===== src/lpm_pkg.sv =====
// Package for the low-power mode controller and its CPU-side partner.
// Assumes one 40 MHz clock and synchronous active-high reset everywhere.
package lpm_pkg;
	// ----------------------------------------------------------------
	// Power control register
	// ----------------------------------------------------------------
	localparam logic [7:0] PowerControlAddr  = 8'h87;
	localparam logic [7:0] PowerControlReset = 8'h00;
	localparam int BitIdle      = 0;
	localparam int BitPowerDown = 1;
	localparam int BitFlagLow   = 2;
	localparam int BitFlagHigh  = 3;
	localparam int BitWdLoadEn  = 4;
	localparam int BitQuiet     = 5;
	localparam int BitAuxOff    = 6;
	localparam int BitBaudDbl   = 7;
	// ----------------------------------------------------------------
	// Timing
	// ----------------------------------------------------------------
	localparam int ClockMhz          = 40;
	localparam int ResetHoldOscPer   = 24;
	localparam int ResetHoldCycles   = ResetHoldOscPer;
	localparam int OscSettleNs       = 500;
	localparam int OscSettleCycles   = (OscSettleNs * ClockMhz + 999) / 1000;
	localparam logic [4:0] ResetCountMax = 5'(ResetHoldCycles);
	localparam logic [4:0] SettleCountMax = 5'(OscSettleCycles);
	// ----------------------------------------------------------------
	// Modes
	// ----------------------------------------------------------------
	typedef enum logic [2:0] {
		ModeRun  = 3'b001,
		ModeIdle = 3'b010,
		ModeDown = 3'b100
	} mode_t;
endpackage


===== src/lpm_if.sv =====
// Interface joining the power mode controller and the CPU-side partner.
// Assumes both ends share clock and rst.
`timescale 1ns/1ps
interface lpm_if (
	input wire logic clock,
	input wire logic rst
);
	logic       sfrWr;
	logic [7:0] sfrAddr;
	logic [7:0] sfrWdata;
	logic [7:0] powerControl;
	logic       irqPending;
	logic       irqServiced;
	logic       watchdogReset;
	logic       watchdogLoad;
	logic       cpuClockEn;
	logic       oscEnable;
	logic       periphClockEn;
	logic       coreReset;
	modport device (
		input  clock, rst, sfrWr, sfrAddr, sfrWdata, irqPending,
		input  watchdogReset, watchdogLoad,
		output powerControl, cpuClockEn, oscEnable, periphClockEn,
		output coreReset, irqServiced
	);
	modport host (
		input  clock, rst, powerControl, cpuClockEn, oscEnable,
		input  periphClockEn, coreReset, irqServiced,
		output sfrWr, sfrAddr, sfrWdata, irqPending, watchdogReset,
		output watchdogLoad
	);
endinterface


===== src/low_power_mode_control.sv =====
// Low-power mode controller: power control register, Idle and Power-down.
// Assumes the CPU end writes the register over lpm_if and reports
// interrupts, watchdog events; pins come in unsynchronised.
//
// Function
// - Idle halts CPU, peripherals keep running
// - Power-down stops oscillator, entered only by bit
// - Idle entered after write of bit 0
// - Enabled interrupt clears idle bit, ends Idle
// - Two general flags, no hardware effect
// - External reset held 24 clocks ends Idle
// - Watchdog reset also ends Idle
// - Power-down entered after write of bit 1
// - Reset or level external interrupt ends Power-down
// - Waker holds interrupt low until oscillator stable
// - After wake, service interrupt then continue
// - Port two driven from latch in Power-down
// - Strobes high in Idle, low in Power-down
// - Register at 87H, reset 00H, byte writes
// - Bit 7 doubles serial baud rate when Timer 1 is the baud source
// - Bit 6 disables auxiliary RAM
// - Bit 5 stops address latch strobe toggling
// - Watchdog load enable cleared on watchdog load
// - Both bits written: Power-down wins
// - Wake interrupt should have highest priority
//
// Our own choice: the address-and-strobe port.
`timescale 1ns/1ps
module low_power_mode_control (
	// Link to CPU side
	lpm_if.device      link,
	// Pins
	input  wire logic       resetPin,
	input  wire logic       extIrqZeroPin,
	input  wire logic       extIrqOnePin,
	input  wire logic       extIrqZeroEnabled,
	input  wire logic       extIrqOneEnabled,
	input  wire logic       extIrqZeroLevel,
	input  wire logic       extIrqOneLevel,
	input  wire logic       externalFetch,
	input  wire logic       timerOneBaud,
	input  wire logic [7:0] portTwoLatch,
	input  wire logic [7:0] portTwoAddress,
	input  wire logic       latchStrobeRun,
	input  wire logic       progStrobeRun,
	// Pin and control outputs
	output logic       latchStrobe,
	output logic       programStoreStrobe,
	output logic [7:0] portTwoOut,
	output logic       portZeroFloat,
	output logic       baudDouble,
	output logic       auxRamOff
);
	// ----------------------------------------------------------------
	// Pin synchronisers
	// ----------------------------------------------------------------
	logic [2:0] rstSync_q, irq0Sync_q, irq1Sync_q;
	logic       rstLvl_q, irq0Lvl_q, irq1Lvl_q;
	logic       rstLvl_d, irq0Lvl_d, irq1Lvl_d;

	always_comb begin
		rstLvl_d  = (rstSync_q[1] == rstSync_q[2]) ? rstSync_q[2] : rstLvl_q;
		irq0Lvl_d = (irq0Sync_q[1] == irq0Sync_q[2]) ? irq0Sync_q[2] : irq0Lvl_q;
		irq1Lvl_d = (irq1Sync_q[1] == irq1Sync_q[2]) ? irq1Sync_q[2] : irq1Lvl_q;
	end

	always_ff @(posedge link.clock) begin
		if (link.rst) begin
			rstSync_q  <= 3'h0;
			irq0Sync_q <= 3'h7;
			irq1Sync_q <= 3'h7;
			rstLvl_q   <= 1'b0;
			irq0Lvl_q  <= 1'b1;
			irq1Lvl_q  <= 1'b1;
		end else begin
			rstSync_q  <= {rstSync_q[1:0], resetPin};
			irq0Sync_q <= {irq0Sync_q[1:0], extIrqZeroPin};
			irq1Sync_q <= {irq1Sync_q[1:0], extIrqOnePin};
			rstLvl_q   <= rstLvl_d;
			irq0Lvl_q  <= irq0Lvl_d;
			irq1Lvl_q  <= irq1Lvl_d;
		end
	end

	// ----------------------------------------------------------------
	// External reset qualifier
	// ----------------------------------------------------------------
	logic [4:0] rstCount_q, rstCount_d;
	logic       extReset;

	always_comb begin
		rstCount_d = 5'h00;
		if (rstLvl_q && rstCount_q != lpm_pkg::ResetCountMax)
			rstCount_d = rstCount_q + 5'h01;
		else if (rstLvl_q)
			rstCount_d = rstCount_q;
	end
	// Reset counts only once held for the full two machine cycles
	assign extReset = (rstCount_q == lpm_pkg::ResetCountMax);

	always_ff @(posedge link.clock) begin
		if (link.rst)
			rstCount_q <= 5'h00;
		else
			rstCount_q <= rstCount_d;
	end

	// ----------------------------------------------------------------
	// Register and mode machine
	// ----------------------------------------------------------------
	lpm_pkg::mode_t mode_q, mode_d;
	logic [7:0] power_control_q, power_control_d;
	logic [4:0] settle_q, settle_d;
	logic       osc_q, osc_d;
	logic       cpuEn_q, cpuEn_d;
	logic       coreRst_q, coreRst_d;
	logic       wake0, wake1, anyReset, regWrite;

	// Power-down wake needs level-sensitive, enabled and pin low
	assign wake0 = extIrqZeroEnabled && extIrqZeroLevel && !irq0Lvl_q;
	assign wake1 = extIrqOneEnabled && extIrqOneLevel && !irq1Lvl_q;
	assign anyReset = extReset || link.watchdogReset;
	assign regWrite = link.sfrWr && link.sfrAddr == lpm_pkg::PowerControlAddr;

	always_comb begin
		mode_d    = mode_q;
		power_control_d    = power_control_q;
		settle_d  = settle_q;
		osc_d     = osc_q;
		cpuEn_d   = cpuEn_q;
		coreRst_d = 1'b0;
		if (regWrite)
			power_control_d = link.sfrWdata;
		// Load clears the enable; a fresh write of the bit wins
		if (link.watchdogLoad && !(regWrite &&
				link.sfrWdata[lpm_pkg::BitWdLoadEn]))
			power_control_d[lpm_pkg::BitWdLoadEn] = 1'b0;
		unique case (mode_q)
			lpm_pkg::ModeRun: begin
				if (regWrite && link.sfrWdata[lpm_pkg::BitPowerDown]) begin
					mode_d  = lpm_pkg::ModeDown;
					osc_d   = 1'b0;
					cpuEn_d = 1'b0;
				end else if (regWrite && link.sfrWdata[lpm_pkg::BitIdle]) begin
					mode_d  = lpm_pkg::ModeIdle;
					cpuEn_d = 1'b0;
				end
			end
			lpm_pkg::ModeIdle: begin
				if (link.irqPending) begin
					power_control_d[lpm_pkg::BitIdle] = 1'b0;
					mode_d  = lpm_pkg::ModeRun;
					cpuEn_d = 1'b1;
				end
			end
			lpm_pkg::ModeDown: begin
				if (settle_q != 5'h00) begin
					settle_d = settle_q - 5'h01;
					if (settle_q == 5'h01) begin
						// Core resumes and takes the wake interrupt
						power_control_d[lpm_pkg::BitPowerDown] = 1'b0;
						mode_d  = lpm_pkg::ModeRun;
						cpuEn_d = 1'b1;
					end
				end else if (wake0 || wake1) begin
					osc_d    = 1'b1;
					settle_d = lpm_pkg::SettleCountMax;
				end
			end
		endcase
		if (anyReset) begin
			// Any reset ends either low-power mode
			mode_d    = lpm_pkg::ModeRun;
			power_control_d    = lpm_pkg::PowerControlReset;
			osc_d     = 1'b1;
			cpuEn_d   = 1'b1;
			settle_d  = 5'h00;
			coreRst_d = 1'b1;
		end
	end

	always_ff @(posedge link.clock) begin
		if (link.rst) begin
			mode_q    <= lpm_pkg::ModeRun;
			power_control_q    <= lpm_pkg::PowerControlReset;
			settle_q  <= 5'h00;
			osc_q     <= 1'b1;
			cpuEn_q   <= 1'b1;
			coreRst_q <= 1'b1;
		end else begin
			mode_q    <= mode_d;
			power_control_q    <= power_control_d;
			settle_q  <= settle_d;
			osc_q     <= osc_d;
			cpuEn_q   <= cpuEn_d;
			coreRst_q <= coreRst_d;
		end
	end

	// ----------------------------------------------------------------
	// Pins
	// ----------------------------------------------------------------
	logic       ale_q, ale_d, program_store_strobe_q, program_store_strobe_d, p0f_q, p0f_d;
	logic       svc_q, svc_d, baudDbl_q, baudDbl_d;
	logic [7:0] p2_q, p2_d;

	always_comb begin
		svc_d = mode_q == lpm_pkg::ModeIdle && link.irqPending;
		// Doubling applies only with Timer 1 as baud source
		baudDbl_d = power_control_q[lpm_pkg::BitBaudDbl] && timerOneBaud;
		p0f_d = externalFetch && mode_q != lpm_pkg::ModeRun;
		unique case (mode_q)
			lpm_pkg::ModeIdle: begin
				ale_d  = 1'b1;
				program_store_strobe_d = 1'b1;
				p2_d   = externalFetch ? portTwoAddress : portTwoLatch;
			end
			lpm_pkg::ModeDown: begin
				ale_d  = 1'b0;
				program_store_strobe_d = 1'b0;
				p2_d   = portTwoLatch;
			end
			default: begin
				ale_d  = power_control_q[lpm_pkg::BitQuiet] ? 1'b1 : latchStrobeRun;
				program_store_strobe_d = progStrobeRun;
				p2_d   = externalFetch ? portTwoAddress : portTwoLatch;
			end
		endcase
	end

	always_ff @(posedge link.clock) begin
		if (link.rst) begin
			ale_q  <= 1'b1;
			program_store_strobe_q <= 1'b1;
			p0f_q  <= 1'b0;
			p2_q   <= 8'hFF;
			svc_q  <= 1'b0;
			baudDbl_q <= 1'b0;
		end else begin
			ale_q  <= ale_d;
			program_store_strobe_q <= program_store_strobe_d;
			p0f_q  <= p0f_d;
			p2_q   <= p2_d;
			svc_q  <= svc_d;
			baudDbl_q <= baudDbl_d;
		end
	end

	assign latchStrobe        = ale_q;
	assign programStoreStrobe = program_store_strobe_q;
	assign portTwoOut         = p2_q;
	assign portZeroFloat      = p0f_q;
	assign baudDouble = baudDbl_q;
	assign auxRamOff  = power_control_q[lpm_pkg::BitAuxOff];
	assign link.powerControl  = power_control_q;
	assign link.cpuClockEn    = cpuEn_q;
	assign link.oscEnable     = osc_q;
	assign link.periphClockEn = osc_q;
	assign link.coreReset     = coreRst_q;
	assign link.irqServiced   = svc_q;
endmodule // low_power_mode_control


===== src/flat_wrapper.sv =====
// flat-port wrapper written by rule: the top's interface ports become plain ports
module low_power_mode_control_flat 
  (resetPin, extIrqZeroPin, extIrqOnePin, extIrqZeroEnabled, extIrqOneEnabled, extIrqZeroLevel, extIrqOneLevel, externalFetch, timerOneBaud, portTwoLatch, portTwoAddress, latchStrobeRun, progStrobeRun, latchStrobe, programStoreStrobe, portTwoOut, portZeroFloat, baudDouble, auxRamOff, clock, rst, link_sfrWr, link_sfrAddr, link_sfrWdata, link_irqPending, link_watchdogReset, link_watchdogLoad, link_powerControl, link_cpuClockEn, link_oscEnable, link_periphClockEn, link_coreReset, link_irqServiced);
  lpm_if link_i (.clock(clock), .rst(rst));
  input  wire logic resetPin;
  input  wire logic extIrqZeroPin;
  input  wire logic extIrqOnePin;
  input  wire logic extIrqZeroEnabled;
  input  wire logic extIrqOneEnabled;
  input  wire logic extIrqZeroLevel;
  input  wire logic extIrqOneLevel;
  input  wire logic externalFetch;
  input  wire logic timerOneBaud;
  input  wire logic [7:0] portTwoLatch;
  input  wire logic [7:0] portTwoAddress;
  input  wire logic latchStrobeRun;
  input  wire logic progStrobeRun;
  output logic latchStrobe;
  output logic programStoreStrobe;
  output logic [7:0] portTwoOut;
  output logic portZeroFloat;
  output logic baudDouble;
  output logic auxRamOff;
  input wire logic clock;
  input wire logic rst;
  input wire logic [$bits(link_i.sfrWr)-1:0] link_sfrWr;
  input wire logic [$bits(link_i.sfrAddr)-1:0] link_sfrAddr;
  input wire logic [$bits(link_i.sfrWdata)-1:0] link_sfrWdata;
  input wire logic [$bits(link_i.irqPending)-1:0] link_irqPending;
  input wire logic [$bits(link_i.watchdogReset)-1:0] link_watchdogReset;
  input wire logic [$bits(link_i.watchdogLoad)-1:0] link_watchdogLoad;
  output wire logic [$bits(link_i.powerControl)-1:0] link_powerControl;
  output wire logic [$bits(link_i.cpuClockEn)-1:0] link_cpuClockEn;
  output wire logic [$bits(link_i.oscEnable)-1:0] link_oscEnable;
  output wire logic [$bits(link_i.periphClockEn)-1:0] link_periphClockEn;
  output wire logic [$bits(link_i.coreReset)-1:0] link_coreReset;
  output wire logic [$bits(link_i.irqServiced)-1:0] link_irqServiced;
  assign link_i.sfrWr = link_sfrWr;
  assign link_i.sfrAddr = link_sfrAddr;
  assign link_i.sfrWdata = link_sfrWdata;
  assign link_i.irqPending = link_irqPending;
  assign link_i.watchdogReset = link_watchdogReset;
  assign link_i.watchdogLoad = link_watchdogLoad;
  assign link_powerControl = link_i.powerControl;
  assign link_cpuClockEn = link_i.cpuClockEn;
  assign link_oscEnable = link_i.oscEnable;
  assign link_periphClockEn = link_i.periphClockEn;
  assign link_coreReset = link_i.coreReset;
  assign link_irqServiced = link_i.irqServiced;
  low_power_mode_control u_core (.link(link_i), .resetPin(resetPin), .extIrqZeroPin(extIrqZeroPin), .extIrqOnePin(extIrqOnePin), .extIrqZeroEnabled(extIrqZeroEnabled), .extIrqOneEnabled(extIrqOneEnabled), .extIrqZeroLevel(extIrqZeroLevel), .extIrqOneLevel(extIrqOneLevel), .externalFetch(externalFetch), .timerOneBaud(timerOneBaud), .portTwoLatch(portTwoLatch), .portTwoAddress(portTwoAddress), .latchStrobeRun(latchStrobeRun), .progStrobeRun(progStrobeRun), .latchStrobe(latchStrobe), .programStoreStrobe(programStoreStrobe), .portTwoOut(portTwoOut), .portZeroFloat(portZeroFloat), .baudDouble(baudDouble), .auxRamOff(auxRamOff));
endmodule

===== config.mk =====
export PLATFORM = sky130hd
export DESIGN_NAME = low_power_mode_control_flat
export DESIGN_NICKNAME = d
export VERILOG_FILES = /design/src/lpm_pkg.sv /design/src/lpm_if.sv /design/src/low_power_mode_control.sv /design/src/flat_wrapper.sv
export SDC_FILE = /design/constraint.sdc
export NUM_CORES = 1
export LEC_CHECK = 0
export BUFFER_PORTS_ARGS = -buffer_cell sky130_fd_sc_hd__buf_2
export CORE_ASPECT_RATIO = 1.75
export CORE_MARGIN = 1.5
export CORE_UTILIZATION = 51
export CTS_BUF_LIST = sky130_fd_sc_hd__clkbuf_16
export DETAILED_ROUTE_END_ITERATION = 16
export PLACE_DENSITY = 0.94
export SLEW_MARGIN = 20
export SYNTH_ARGS = -nofsm -noshare
export SYNTH_HDL_FRONTEND = slang
export SYNTH_SLANG_ARGS = --single-unit

===== constraint.sdc =====
create_clock -name clock -period 5.4 [get_ports clock]
set_input_delay 1.08 -clock clock [delete_from_list [all_inputs] [get_ports clock]]
set_output_delay 1.08 -clock clock [all_outputs]
set_load 0.02 [all_outputs]

Word-level counts from Yosys, hierarchy flattened
Cells that the tools add are included.

$add $sub $neg: 2. Reduce and logical (&&, ||, !) cells: 26. Mux-type cells: 32. Eq/ne operators: 19.

Operators by type and width (count): 2-to-1 mux 5 bit (4); 2-to-1 mux 8 bit (2); 2-to-1 mux 1 bit (15); 2-to-1 mux 3 bit (5); logical AND 1 bit (13); one-hot mux 3 bit (3 select lines) (1); == test 8 bit, second input constant (1); != test 2 x 1 -> 1 bit, second input constant (4); AND reduction 4 bit (2); != test 2 bit, second input constant (3); != test 3 x 1 -> 1 bit, second input constant (2); one-hot mux 1 bit (2 select lines) (3); adder 5 x 1 -> 5 bit, second input constant (1); == test 5 x 1 -> 1 bit, second input constant (1); == test 5 bit, second input constant (1); != test 5 bit, second input constant (1); nonzero test 5 bit (1); subtractor 5 x 1 -> 5 bit, second input constant (1); nonzero test 2 bit (2); == test 1 bit (3); == test 3 x 1 -> 1 bit, second input constant (1); == test 3 x 2 -> 1 bit, second input constant (1); == test 3 bit, second input constant (1); zero test 1 bit (3); 6 further kinds (7).

Register bits after elaboration: 49. Input port bits: 49. Output and inout port bits: 26. Logic and storage cells: 100.

Longest topological paths before layout
Depth in word-level cells: 6. Gate-level depth with buffers: 8. Mapped depth without buffers: 6.

Worst setup path before layout
No wires, ideal clock.

Path kind: input-to-reg. Start point: in link_sfrAddr[5]. End point: reg u_core.power_control_q[0] (netlist: u_core.link.powerControl[0]). Setup time: 116 ps. Data arrival time: 2700 ps. Required time: 5284 ps. Cell stages on the path: 5. Path slack: 2584 ps. Path buffers: 1. Cells stage by stage: or4b_4 or4_4 buf_6 mux2_4 and3_1.

Cells in the longest elaborated chain, start to end: 5.

Ends and longest elaborated chain: from (decl) (line flat_wrapper.sv:27) `input wire logic [$bits(link_i.sfrAddr)-1:0] link_sfrAddr;`; == test 8 bit (*) (line low_power_mode_control.sv:123) `assign regWrite = link.sfrWr && link.sfrAddr == lpm_pkg::PowerControlAddr;`; logical AND 1 bit (*) (line low_power_mode_control.sv:123); 2-to-1 mux 2 bit (*) (line low_power_mode_control.sv:132) `if (regWrite)`; 2-to-1 mux 1 bit (line low_power_mode_control.sv:150) `if (link.irqPending) begin`; 2-to-1 mux 1 bit (*) (line low_power_mode_control.sv:138) `unique case (mode_q)`; to (signal assigned) (line low_power_mode_control.sv:185) `power_control_q <= lpm_pkg::PowerControlReset;`; to (signal assigned) (line low_power_mode_control.sv:192) `power_control_q <= power_control_d;`; to (decl) (line low_power_mode_control.sv:112) `logic [7:0] power_control_q, power_control_d;`.

Mark *: on every way between the ends. The rest lies on a longest branch, timed or not. A chain may end at the register's enable or synchronous reset.

Worst setup path in the final report
Ends and elaborated chain as after synthesis.

==> metrics.yaml <==
tns_ns: 0
crit_arrival_ns: 2.84
status: "finished, final reports clean"
crit_path_start_kind: "input port"
fin_crit_sh_pct: 49.2
antenna_found_initial: 0
dieArea_um2: 4190
setup_ws_ns: 2.74
cp_slowest_cell: "or4_4"
synth_warnings: 0
maxSlewViolCount: 0
synth_top_area_cell: "dfxtp_1"
leakagePower_nw: 1.14
synth_seq_cells: 48
ff_latch_area_um2: 961
dr.pass1.iters: 4
ctsHtreeMaxLevel: 2
overflow: 0
worstPathRequired_ns: 5.58
die_w_um: 49.6
ios: 75
synth_nets: 255
clk_latency_ns: 0.28
wl_per_cell_um: 13.5
setup_violations: 0
core_um2: 3630
period_minus_slack_ns: 2.66
min_path_type: "flop to flop"
synthCells: 201
slew-limit-headroom_pct: 33.5
dpl_worst_slack_ns: 2.46
grt_max_degree: 27
path_cells: "buf_2, or4b_4, or4_4, mux2_4, and3_1"
cts.sinks: 48
drtIter0Drc: 55
post_cts_buffers: 0
diodes: 0
grt_pass1_wl_um: 7150
port_buffers: 74
cp-end-kind: "flop"
maxCapViolCount: 0
yosysSeqAreaShare_pct: 49.6
ys_types: 42
die_h_um: 84.5
cts_root_buf: "clkbuf_16"
cts_tree: "yes"
numCtsBuffers: 5
ctsResizeCount: 0
ctsHoldBuffers: 0
fillers: 309
clk_pin_slew_ns: 0.06
antenna_left: 0
synth.avg_cell_area_um2: 9.63
synth_edf_count: 0
ir_worst_vdd_uv: 276
fmax_mhz: 376
synthFlopType: "dfxtp_1"
grt_pass1_vias: 1710
clk_path_buf_depth: 2
worstPathMaxFanout: 9
synth_area_leaders: "dfxtp_1 (50%), nor2_1 (3.7%), a211o_1 (3.6%), mux2i_1 (3.6%), and3_1 (3.2%)"
via_per_inst: 5.33
rows: 29
synth.cell_area_um2: 1940
grt_util_all_layers_pct: 22.2
multi_input_area_um2: 907
initial_core_util_pct: 53.3
tightest_slew_ns: 0.984
hold_viol_final: 0
nets: 328
synthArstFlopShare_pct: 0
drive_gt1_share_pct: 33.8
via_count: 1710
synth.top_cell.area_share_pct: 49.6
drc: 0
wl_um: 4320
rsz0062_at_grt: "no"
areaGrowthSynthToFinish_pct: 28.4
critPathKind: "input port to flop"
fin_skew_ns: 0.00396
power.density_nw_per_um2: 305
hpwl_um: 3110
gp_congestion: 0.833
critPathMaxStageDelay_ns: 0.60
## sequential cells by signal (all words and copies together) (netlist names), 3 cells and up
signal                    flops
u_core.link.powerControl      8
u_core.irq1Sync_q             3
u_core.irq0Sync_q             3
u_core.portTwoOut             8
u_core.rstCount_q             5
u_core.settle_q               5
u_core.mode_q                 3
u_core.rstSync_q              3
## logic make-up after synthesis
kind of cell | Yosys count | synth area share, %
and+or+nand+nor | 83 | 23.7
adders and majority gates | 5 | 3.23
xor gates and xnor gates | 4 | 1.81
AOI/OAI and AO/OA | 39 | 13.8
buffers and inverters | 14 | 3.49
DFF | 48 | 49.6
muxes | 8 | 4.40
## path summary, 6_finish.rpt
check | cells after the start | slack [ns] | end | start
hold / removal | 1 | 0.41 | u_core.irq0Sync_q[1] | u_core.irq0Sync_q[0]
setup / recovery | 5 | 2.74 | u_core.link.powerControl[0] | link_sfrAddr[5]
hold reg to reg | 1 | 0.41 | u_core.irq0Sync_q[1] | u_core.irq0Sync_q[0]
setup reg to reg | 6 | 3.16 | u_core.link.oscEnable | u_core.rstCount_q[0]
## synthesized netlist by cell type (all sizes together), types with 4 or more instances
library cell / instances
dfxtp: 48
nor2: 19
nand2: 14
a21oi: 12
and3: 10
a211o: 8
mux2i: 7
inv: 6
or2: 6
clkbuf: 5
ha: 5
nand3: 5
nor3: 5
nand2b: 4
nor2b: 4
o21ai: 4
## worst max-delay path, delay by kind of cell
kind	cells	cell delay [ns]
mux	1	0.34
buf+inv	1	0.09
simple gates	3	1.33
## final cells by class
cell class	instances	share of cell area (%)
sequential	48	38.7
tap	46	2.32
inverter	6	0.906
clock inverter	3	1.71
clock buffer	5	5.03
multi-input combinational	139	36.5
timing repair buffer	74	14.9
## cells in the final DEF (no fill, tap or decap), types with 2 or more instances in the layout
cell	Yosys	final
clkbuf_16	0	5
nand2b_1	4	4
a211o_1	8	8
or2_2	6	6
nand2_1	14	14
inv_1	6	6
xor2_1	2	2
a21oi_1	12	12
a31oi_1	2	2
nor2b_1	4	4
nand3_1	5	5
mux2i_1	7	7
xnor2_1	2	2
nand3b_1	3	3
o21bai_1	3	3
buf_2	0	74
dfxtp_1	48	48
nor4_1	3	3
nor2_1	19	19
ha_1	5	5
nor3b_1	3	3
nor3_1	5	5
o21ai_0	4	4
o211ai_1	2	2
and3_1	10	10
## layer usage
layer / up-vias / GRT usage (%) / wire [um]
met2: 81 / 40.8 / 2310
met5: - / 0 / 0
met3: 11 / 3.56 / 220
li1: 854 / - / -
met1: 764 / 23.3 / 1660
met4: 0 / 11.9 / 134
## where the power goes
part	internal, mW	switching [mW]
clock network	0.217	0.128
registers	0.362	0.00224
logic	0.0240	0.0249
## through the flow
stage / std cells / hold WS [ns] / util [%] / cell area (um^2) / power, mW
floorplan: 201 / 0.389 / - / 1940 / 0.395
global placement: 313 / 0.392 / 63.9 / 2320 / 0.420
detailed placement: 313 / 0.397 / 63.9 / 2320 / 0.421
CTS: 321 / 0.414 / 68.5 / 2490 / 0.764
global route: 321 / 0.426 / 68.5 / 2490 / 0.784
finish: 321 / 0.410 / 68.5 / 2490 / 0.758
(Power assumes the default switching activity.)
